`config.mk`:
```
export PLATFORM = sky130hd
export DESIGN_NAME = psl_latch
export DESIGN_NICKNAME = d
export VERILOG_FILES = /design/src/hw/psl_sync.v /design/src/hw/psl_latch.v
export VERILOG_INCLUDE_DIRS = /design/src /design/src/hw
export SDC_FILE = /design/constraint.sdc
export NUM_CORES = 1
export LEC_CHECK = 0
export ABC_CLOCK_PERIOD_IN_PS = 3500
export CAP_MARGIN = 20
export CORE_UTILIZATION = 36
export CTS_BUF_LIST = sky130_fd_sc_hd__clkbuf_4 sky130_fd_sc_hd__clkbuf_8
export DETAILED_ROUTE_END_ITERATION = 12
export DONT_BUFFER_PORTS = 1
export PLACE_DENSITY = 0.6
export SETUP_SLACK_MARGIN = 0.1
export SYNTH_ARGS = -nofsm -noshare
export SYNTH_HDL_FRONTEND = slang
export SYNTH_HIERARCHICAL = 1
export SYNTH_SLANG_ARGS = --single-unit
export TNS_END_PERCENT = 20
```
`constraint.sdc`:
```
create_clock -name clk -period 3.5 [get_ports clk]
set_input_delay 0 -clock clk [delete_from_list [all_inputs] [get_ports clk]]
set_output_delay 0 -clock clk [all_outputs]
set_load 0.02 [all_outputs]
```
`src/hw/psl_consts.vh`:
```
// constants for the strap latch block: offsets, fields, reset values
// assumes a 32-bit classic wishbone slave with word-aligned registers
// Overview of operation
// - isolate strap caught into control bit 10; high isolates, low default.
// - speed strap caught into control bit 13; high, the default, is 100 Mbps.
// - the caught speed strap also sets the speed abilities of register 4h.
// - duplex strap high, the default, means half duplex; low means full.
// - the decoded duplex value is loaded into control bit 8 at reset.
// - autonegotiation strap high, the default, enables it; low disables it.
// - the autonegotiation strap is stored into control bit 12 at reset.
// - each strap pin is a pulled input in reset and until the strap sample, an output after it.
// - interface select straps caught at reset: 001 RMII, others reserved.
// - station address straps caught: address 0 to 7, bits 4 and 3 zero.
`ifndef PSL_CONSTS_VH
`define PSL_CONSTS_VH
`define PSL_OFF_CTRL      4'h0
`define PSL_OFF_ADV       4'h4
`define PSL_OFF_STAT      4'h8
`define PSL_OFF_PINOUT    4'hC
`define PSL_CTRL_DUPLEX   8
`define PSL_CTRL_ISOLATE  10
`define PSL_CTRL_ANEG     12
`define PSL_CTRL_SPEED    13
`define PSL_ADV_10HD      5
`define PSL_ADV_10FD      6
`define PSL_ADV_100HD     7
`define PSL_ADV_100FD     8
`define PSL_ADV_SELECTOR  5'h01
`define PSL_IF_RMII       3'h1
`define PSL_ADDR_DEFAULT  3'h1
`define PSL_NUM_STRAPS    10
`define PSL_SETTLE_LAST   2'h2
`define PSL_RST_ISOLATE   1'h0
`define PSL_RST_SPEED     1'h1
`define PSL_RST_DUPLEX    1'h0
`define PSL_RST_ANEG      1'h1
`define PSL_RST_ADV       4'hF
`define PSL_RST_PINOUT    10'h000
`endif

```
`src/hw/psl_sync.v`:
```
// two-stage synchroniser for a group of strap pins
// assumes inputs are asynchronous to clk; only stage two is read outside
module psl_sync
(
	input  wire       clk,
	input  wire       rst_n,
	input  wire [9:0] async_in,
	output reg  [9:0] sync_out
);
	reg [9:0] meta;

	// first stage feeds only the second
	always @(posedge clk or negedge rst_n)
	begin
		if (!rst_n)
		begin
			meta     <= 10'h000;
			sync_out <= 10'h000;
		end
		else
		begin
			meta     <= async_in;
			sync_out <= meta;
		end
	end
endmodule // psl_sync

```
`src/hw/psl_latch.v`:
```
// strap latch: catches strap pins at reset release into control state
// assumes board pulls or the mac hold strap levels until the sample after rst_n rises
// assumes the bus master holds cyc and stb until it sees ack
//
// Decided for this implementation: the Wishbone slave port and the register offsets.
`include "psl_consts.vh"
module psl_latch
(
	input  wire        clk,
	input  wire        rst_n,
	input  wire [31:0] wb_adr_i,
	input  wire [31:0] wb_dat_i,
	output reg  [31:0] wb_dat_o,
	input  wire        wb_we_i,
	input  wire [3:0]  wb_sel_i,
	input  wire        wb_cyc_i,
	input  wire        wb_stb_i,
	output reg         wb_ack_o,
	input  wire        isolate_strap_i,
	output wire        isolate_strap_o,
	output wire        isolate_strap_oe,
	output wire        isolate_strap_pull,
	input  wire        speed_strap_i,
	output wire        speed_strap_o,
	output wire        speed_strap_oe,
	output wire        speed_strap_pull,
	input  wire        duplex_strap_i,
	output wire        duplex_strap_o,
	output wire        duplex_strap_oe,
	output wire        duplex_strap_pull,
	input  wire        autoneg_enable_strap_i,
	output wire        autoneg_enable_strap_o,
	output wire        autoneg_enable_strap_oe,
	output wire        autoneg_enable_strap_pull,
	input  wire [2:0]  if_select_straps_i,
	output wire [2:0]  if_select_straps_o,
	output wire [2:0]  if_select_straps_oe,
	output wire [2:0]  if_select_straps_pull,
	input  wire [2:0]  station_address_straps_i,
	output wire [2:0]  station_address_straps_o,
	output wire [2:0]  station_address_straps_oe,
	output wire [2:0]  station_address_straps_pull,
	output wire        isolate,
	output wire        speed_100,
	output wire        full_duplex,
	output wire        autoneg_enable,
	output wire        rmii_mode,
	output wire [4:0]  station_address
);
	localparam ST_SAMPLE = 1'b0;
	localparam ST_RUN    = 1'b1;

	wire [9:0] pins_raw;
	wire [9:0] pins_sync;
	reg        state;
	reg        ctrl_isolate;
	reg        ctrl_speed;
	reg        ctrl_duplex;
	reg        ctrl_aneg;
	reg [3:0]  adv_caps;
	reg [2:0]  if_sel;
	reg [2:0]  addr_low;
	reg [9:0]  pin_out;
	reg [31:0] next_rdata;
	wire       wb_req;
	wire       wr_ctrl;
	wire       wr_adv;
	wire       wr_pins;
	wire       drive;

	assign pins_raw = {station_address_straps_i, if_select_straps_i,
		autoneg_enable_strap_i, duplex_strap_i, speed_strap_i,
		isolate_strap_i};

	// straps arrive from pins, so they pass two flops first
	psl_sync u_sync
	(
		.clk      (clk),
		.rst_n    (rst_n),
		.async_in (pins_raw),
		.sync_out (pins_sync)
	);

	// pins are inputs with pulls until the sample is taken
	assign drive = (state == ST_RUN);
	assign {station_address_straps_oe, if_select_straps_oe,
		autoneg_enable_strap_oe, duplex_strap_oe, speed_strap_oe,
		isolate_strap_oe} = {10{drive}};
	assign {station_address_straps_pull, if_select_straps_pull,
		autoneg_enable_strap_pull, duplex_strap_pull, speed_strap_pull,
		isolate_strap_pull} = {10{~drive}};
	assign {station_address_straps_o, if_select_straps_o,
		autoneg_enable_strap_o, duplex_strap_o, speed_strap_o,
		isolate_strap_o} = pin_out;

	assign wb_req  = wb_cyc_i & wb_stb_i & ~wb_ack_o;
	assign wr_ctrl = wb_req & wb_we_i & (wb_adr_i[3:0] == `PSL_OFF_CTRL)
		& (wb_adr_i[31:4] == 28'h0000000);
	assign wr_adv  = wb_req & wb_we_i & (wb_adr_i[3:0] == `PSL_OFF_ADV)
		& (wb_adr_i[31:4] == 28'h0000000);
	assign wr_pins = wb_req & wb_we_i & (wb_adr_i[3:0] == `PSL_OFF_PINOUT)
		& (wb_adr_i[31:4] == 28'h0000000);

	// sample at the first edge once both sync stages see released reset;
	// the synchroniser clears on reset, so two edges are waited out
	// a small counter is cheaper than a deeper synchroniser chain
	reg [1:0] settle;
	always @(posedge clk or negedge rst_n)
	begin
		if (!rst_n)
		begin
			settle <= 2'h0;
			state  <= ST_SAMPLE;
		end
		else
		begin
			case (state)
			ST_SAMPLE:
			begin
				settle <= settle + 2'h1;
				if (settle == `PSL_SETTLE_LAST)
					state <= ST_RUN;
			end
			ST_RUN:
				state <= ST_RUN;
			default:
				state <= ST_SAMPLE;
			endcase
		end
	end

	// strap capture and software writes to the captured control bits
	// capture outranks a bus write landing at the same edge
	always @(posedge clk or negedge rst_n)
	begin
		if (!rst_n)
		begin
			ctrl_isolate <= `PSL_RST_ISOLATE;
			ctrl_speed   <= `PSL_RST_SPEED;
			ctrl_duplex  <= `PSL_RST_DUPLEX;
			ctrl_aneg    <= `PSL_RST_ANEG;
			adv_caps     <= `PSL_RST_ADV;
			if_sel       <= `PSL_IF_RMII;
			addr_low     <= `PSL_ADDR_DEFAULT;
			pin_out      <= `PSL_RST_PINOUT;
		end
		else if ((state == ST_SAMPLE) && (settle == `PSL_SETTLE_LAST))
		begin
			ctrl_isolate <= pins_sync[0];
			ctrl_speed   <= pins_sync[1];
			ctrl_duplex  <= ~pins_sync[2];
			ctrl_aneg    <= pins_sync[3];
			// 10 Mbps strap withdraws the 100 Mbps abilities
			adv_caps     <= {pins_sync[1], pins_sync[1], 2'h3};
			if_sel       <= pins_sync[6:4];
			addr_low     <= pins_sync[9:7];
		end
		else
		begin
			if (wr_ctrl && wb_sel_i[1])
			begin
				ctrl_duplex  <= wb_dat_i[`PSL_CTRL_DUPLEX];
				ctrl_isolate <= wb_dat_i[`PSL_CTRL_ISOLATE];
				ctrl_aneg    <= wb_dat_i[`PSL_CTRL_ANEG];
				ctrl_speed   <= wb_dat_i[`PSL_CTRL_SPEED];
			end
			if (wr_adv && wb_sel_i[0] && wb_sel_i[1])
				adv_caps <= wb_dat_i[8:5];
			if (wr_pins && wb_sel_i[0])
				pin_out[7:0] <= wb_dat_i[7:0];
			if (wr_pins && wb_sel_i[1])
				pin_out[9:8] <= wb_dat_i[9:8];
		end
	end

	// read mux; unmapped addresses read zero and still ack
	always @*
	begin
		next_rdata = 32'h00000000;
		if (wb_adr_i[31:4] == 28'h0000000)
		begin
			case (wb_adr_i[3:0])
			`PSL_OFF_CTRL:
			begin
				next_rdata[`PSL_CTRL_DUPLEX]  = ctrl_duplex;
				next_rdata[`PSL_CTRL_ISOLATE] = ctrl_isolate;
				next_rdata[`PSL_CTRL_ANEG]    = ctrl_aneg;
				next_rdata[`PSL_CTRL_SPEED]   = ctrl_speed;
			end
			`PSL_OFF_ADV:
				next_rdata[8:0] = {adv_caps, `PSL_ADV_SELECTOR};
			`PSL_OFF_STAT:
				next_rdata[7:0] = {state, 1'b0, if_sel, addr_low};
			`PSL_OFF_PINOUT:
				next_rdata[9:0] = pin_out;
			default:
				next_rdata = 32'h00000000;
			endcase
		end
	end

	// one-cycle ack, dropped the cycle after it is given
	always @(posedge clk or negedge rst_n)
	begin
		if (!rst_n)
		begin
			wb_ack_o <= 1'b0;
			wb_dat_o <= 32'h00000000;
		end
		else
		begin
			wb_ack_o <= wb_req;
			wb_dat_o <= wb_req ? next_rdata : 32'h00000000;
		end
	end

	assign isolate         = ctrl_isolate;
	assign speed_100       = ctrl_speed;
	assign full_duplex     = ctrl_duplex;
	assign autoneg_enable  = ctrl_aneg;
	assign rmii_mode       = (if_sel == `PSL_IF_RMII);
	assign station_address = {2'h0, addr_low};
endmodule // psl_latch

```
; ---- After elaboration in Yosys (flattened, before gate mapping)
; Index checks and enable logic that the tools add are counted.
[word_totals]
ff_bits = 80
word_cells = 65
out_inout_bits = 73
input_bits = 83
[op_classes]
n_mux = 19
reduce_logical = 12
bitwise = 13
n_addsub = 1
eq_ne = 5
[ops]
columns = op, count
row1 = 32-bit two-way mux, 1
row2 = 28-bit zero test, 1
row3 = 8-bit one-hot mux with 3 select lines, 1
row4 = 14-bit two-way mux, 1
row5 = 1-bit two-way mux, 11
row6 = 1-bit bitwise AND, 9
row7 = 4-bit == test (second input constant), 2
row8 = 4-bit two-way mux, 2
row9 = 1-bit logical AND, 6
row10 = 4-bit by 3-bit == test with 1-bit output (second input constant), 1
row11 = 4-bit zero test, 1
row12 = 1-bit inverter, 4
row13 = 2-bit AND reduction, 2
row14 = 2-bit nonzero test, 2
row15 = 3-bit by 1-bit == test with 1-bit output (second input constant), 1
row16 = 1-bit one-hot mux with 3 select lines, 1
row17 = 2-bit by 1-bit adder with 2-bit output (second input constant), 1
row18 = 2-bit == test (second input constant), 1
row19 = 2-bit two-way mux, 1
row20 = 1-bit one-hot mux with 2 select lines, 1

; ---- Longest topological paths before layout
[logic_depth]
word_depth = 9
mapped_depth = 7
mapped_depth_nobuf = 6

; ---- Modules after synthesis
; Netlist, hierarchy kept.
[by_module_without_submodules]
columns = module, seq_area_each_um2, cells_per_inst, area_each_um2, n_inst
row1 = psl_latch, 1036.0, 222, 2227.1, 1
row2 = psl_sync, 500.5, 20, 500.5, 1

; ---- Least setup slack after synthesis
; OpenSTA, ideal clock, no wires.
[synth_timing]
kind = register -> register
start = register state (netlist: autoneg_enable_strap_oe)
end = register pin_out[0]
required_ps = 3375
t_arrival_ps = 1844
slack_ps = 1531
synth_period_minus_slack_ps = 1969
setup_time_ps = 125
path_stages_with_launch = 6
path_buffers = 1
cell_sequence = dfrtp_1 > clkbuf_1 > nand2b_1 > nand3_1 > nor4_4 > mux2_2
[synth_via]
elab_chain_cells = 4
[synth_rtl]
columns = item, line
row1 = from (decl), psl_latch.v:55  ; reg state;
row2 = from (signal assigned), psl_latch.v:113  ; state <= ST_SAMPLE;
row3 = from (signal assigned), psl_latch.v:122  ; state <= ST_RUN;
row4 = from (signal assigned), psl_latch.v:125  ; state <= ST_RUN;
row5 = 1-bit inverter, psl_latch.v:147  ; else if ((state == ST_SAMPLE) && (settle == `PSL_SETTLE_LAST))
row6 = 1-bit logical AND, psl_latch.v:147
row7 = 1-bit inverter (no source line), -
row8 = 2-bit AND reduction (no source line), -
row9 = to (signal assigned), psl_latch.v:145  ; pin_out <= `PSL_RST_PINOUT;
row10 = to (signal assigned), psl_latch.v:170  ; pin_out[7:0] <= wb_dat_i[7:0];
row11 = to (decl), psl_latch.v:63  ; reg [9:0] pin_out;
; Every way passes these cells.
; A chain may end at the register's enable or synchronous reset.

; ---- Final worst setup path
[layout_timing]
start = register wb_ack_o
end = register wb_dat_o[9]
[layout_via]
elab_chain_cells = 3
[layout_rtl]
columns = item, line
row1 = from (decl), psl_latch.v:18  ; output reg wb_ack_o,
row2 = from (signal assigned), psl_latch.v:212  ; wb_ack_o <= wb_req;
row3 = 1-bit inverter, psl_latch.v:96  ; assign wb_req = wb_cyc_i & wb_stb_i & ~wb_ack_o;
row4 = 1-bit bitwise AND, psl_latch.v:96
row5 = 32-bit two-way mux, psl_latch.v:213  ; wb_dat_o <= wb_req ? next_rdata : 32'h00000000;
row6 = to (signal assigned), psl_latch.v:213
row7 = to (decl), psl_latch.v:13  ; output reg [31:0] wb_dat_o,
; Every way passes these cells.

==> results.sh <==
export IMPL_status="finished, final reports clean"
export IMPL_path_max_fanout=5
export IMPL_htree_levels=3
export IMPL_rows=31
export IMPL_area_growth_pct=15.0
export IMPL_pre_cts_slack_ns=1.27
export IMPL_cp_slowest_stage_delay_ns=0.56
export IMPL_synth_distinct_cells=40
export IMPL_finalSetupTns_ns=0
export IMPL_grt_pass1_wl_um=8560
export IMPL_drcViolationCount=0
export IMPL_clk_latency_ns=0.34
export IMPL_synth_area_sq_um=2730
export IMPL_initialDrtViolationCount=107
export IMPL_vias_per_cell=4.78
export IMPL_place_hpwl_um=3790
export IMPL_cts_sinks=61
export IMPL_period_minus_slack_ns=2.10
export IMPL_setup_viol=0
export IMPL_synth_main_ff_cell="dfrtp_1"
export IMPL_port_buffers=0
export IMPL_die_area_sq_um=7930
export IMPL_yosys_warnings=6
export IMPL_whs_ns=0.0108
export IMPL_synth_top_cell_by_area="dfrtp_1"
export IMPL_relSlewSlack_pct=39.9
export IMPL_yosysTopAreaCellShare_pct=48.6
export IMPL_postSynthRegisterBits=61
export IMPL_maxSlewViolCount=0
export IMPL_power_density_nw_per_um2=470
export IMPL_wl_um=5510
export IMPL_final_common_cell="dfrtp_1"
export IMPL_hold_violations=0
export IMPL_clockRootBuffer="clkbuf_8"
export IMPL_clk_pin_slew_worst_paths_ns=0.07
export IMPL_wl_per_cell_um=15.3
export IMPL_async_flop_share_pct=100
export IMPL_vias=1726
export IMPL_nets=341
export IMPL_ant_nets=0
export IMPL_drtPass1Iterations=5
export IMPL_grt_pass1_vias=1703
export IMPL_synth_area_leaders="dfrtp_1 (49%), buf_4 (11%), dfstp_2 (7.7%)"
export IMPL_startpoint_type="flip-flop"
export IMPL_grt_max_degree=62
export IMPL_worstSetupEndpointType="flip-flop"
export IMPL_die_w_um=89.0
export IMPL_path_cells="and3b_1 -> and3_1 -> nand4_1 -> nor2_1 -> dlygate4sd3_1"
export IMPL_leakage_uw=0.00142
export IMPL_cts_buffers=9
export IMPL_crit_family="simple AND/OR/NAND/NOR gates"
export IMPL_cts_tree="done"
export IMPL_fin_crit_sh_pct=60.1
export IMPL_finalWorstSetupSlack_ns=1.40
export IMPL_grt_usage_pct=15.2
export IMPL_yosysSeqAreaShare_pct=56.3
export IMPL_cp_slowest_cell="dlygate4sd3_1"
export IMPL_postSynthAreaPerCell_sq_um=11.3
export IMPL_drive_above_1_share_pct=16.8
export IMPL_cts_buffer_depth=2
export IMPL_grt_setup_unrepaired="no"
export IMPL_antenna_found_initial=0
export IMPL_die_h_um=89.0
export IMPL_tightestPinTransition_ns=0.901
export IMPL_clock_fmax_ghz=0.476
export IMPL_cts_setup_buffers=0
export IMPL_fin_skew_ns=0.00782
export IMPL_layout_common_cells="dfrtp_1 (52), dlygate4sd3_1 (29), nand2_1 (24)"
export IMPL_postSynthCellCount=242
export IMPL_place_gp_congestion=0.724
export IMPL_core_area_sq_um=7290
export IMPL_max_cap_viol_count=0
export IMPL_ir_drop_mv=0.201
export IMPL_start_util_pct=37.4
export IMPL_crit_required_ns=3.78
export IMPL_critPathArrivalTime_ns=2.39
export IMPL_crit_type="flip-flop to flip-flop"
export IMPL_synth_edf_count=0
export IMPL_grt_overflow_total=0
export IMPL_holdCritPathClass="input pin to flip-flop"
export IMPL_cp_num_buf_inv=1
export IMPL_io_pins=156
export IMPL_n_antenna_cell=0
-- state kept, by name, indices dropped and copies added, names as in the netlist --
name and count:
wb_dat_o 13, pin_out 10, u_sync/meta 10, u_sync/sync_out 10, adv_caps 4, addr_low 3
if_sel 3, settle 2, autoneg_enable 1, autoneg_enable_strap_oe 1, full_duplex 1, isolate 1
speed_100 1, wb_ack_o 1
-- Yosys cell counts (4+ instances only) --
master / instances
nand3_1: 8
nand4_1: 4
buf_4: 39
nand2_1: 24
o21ai_0: 4
dfstp_2: 8
and3_1: 6
mux2_2: 11
nor2_1: 14
dfrtp_1: 53
clkbuf_1: 7
nor4_1: 11
or4_1: 4
a31oi_1: 6
mux2i_1: 7
-- worst reg2reg max path, stage by stage, from the launching register on --
cell           delay (ns)
dfrtp_1              0.45
and3b_1              0.32
and3_1               0.25
nand4_1              0.29
nor2_1               0.19
dlygate4sd3_1        0.56
-- cells by family (layout without fill, tap and decap cells) --
kind of cell,Yosys count,in the layout,synth area share [%]
muxes,18,18,7.11
xor gates and xnor gates,1,1,0.321
adders and majority gates,1,1,0.459
buffers and inverters,51,51,12.4
other,1,21,0.137
and+or+nand+nor,87,87,17.8
DFF,61,61,56.3
AOI/OAI and AO/OA,22,22,5.46
-- repair_timing --
action | in CTS | in global routing
endpoints found under the hold margin | 103 | 0
hold buffers | 30 | 0
resized for setup | 0 | 0
-- power breakdown --
group | internal (uW) | switching (uW) | total, uW
Sequential | 727 | 16.0 | 743
Combinational | 38.7 | 57.7 | 96.4
Clock | 357 | 278 | 635
-- metal layers --
layer | vias to the layer above | wire length [um] | GRT usage (%) | part of all wire (%)
li1 | 828 | - | - | -
met1 | 821 | 2330 | 18.1 | 42
met2 | 69 | 2770 | 25.0 | 50
met3 | 8 | 307 | 4.06 | 5.6
met4 | 0 | 95 | 8.66 | 1.7
met5 | - | 0 | 0 | 0
-- through the flow --
step                      area, sq um  util, %  cells  total power (uW)
after floorplan                  2800        -    262               820
after global placement           2620     35.9    315               804
after detailed placement         2620     35.9    315               805
after CTS                        3140     43.0    361              1500
after global routing             3140     43.0    361              1550
final                            3140     43.0    361              1480
-- worst paths after layout --
path                       slack [ns]                  to  cells past startpoint            from
setup / recovery                 1.40         wb_dat_o[9]                      5        wb_ack_o
hold / removal                   0.01          pin_out[9]                      3     wb_adr_i[3]
setup reg to reg                 1.40         wb_dat_o[9]                      5        wb_ack_o
hold reg to reg                  0.35  u_sync/sync_out[5]                      0  u_sync/meta[5]
max in group asynchronous        3.01      autoneg_enable                      2           rst_n
min in group asynchronous        0.18          pin_out[4]                      2           rst_n
-- final cells by class --
type                    count  area, sq um
clock buffers              11          145
clock inverters             5         58.8
fillers                   735         4160
inverters                   3         11.3
multi-input cells         150          927
flip-flops and latches     61         1540
well taps                  99          124
repair buffers             32          333
Note: power is estimated with default switching activity, not from simulation.
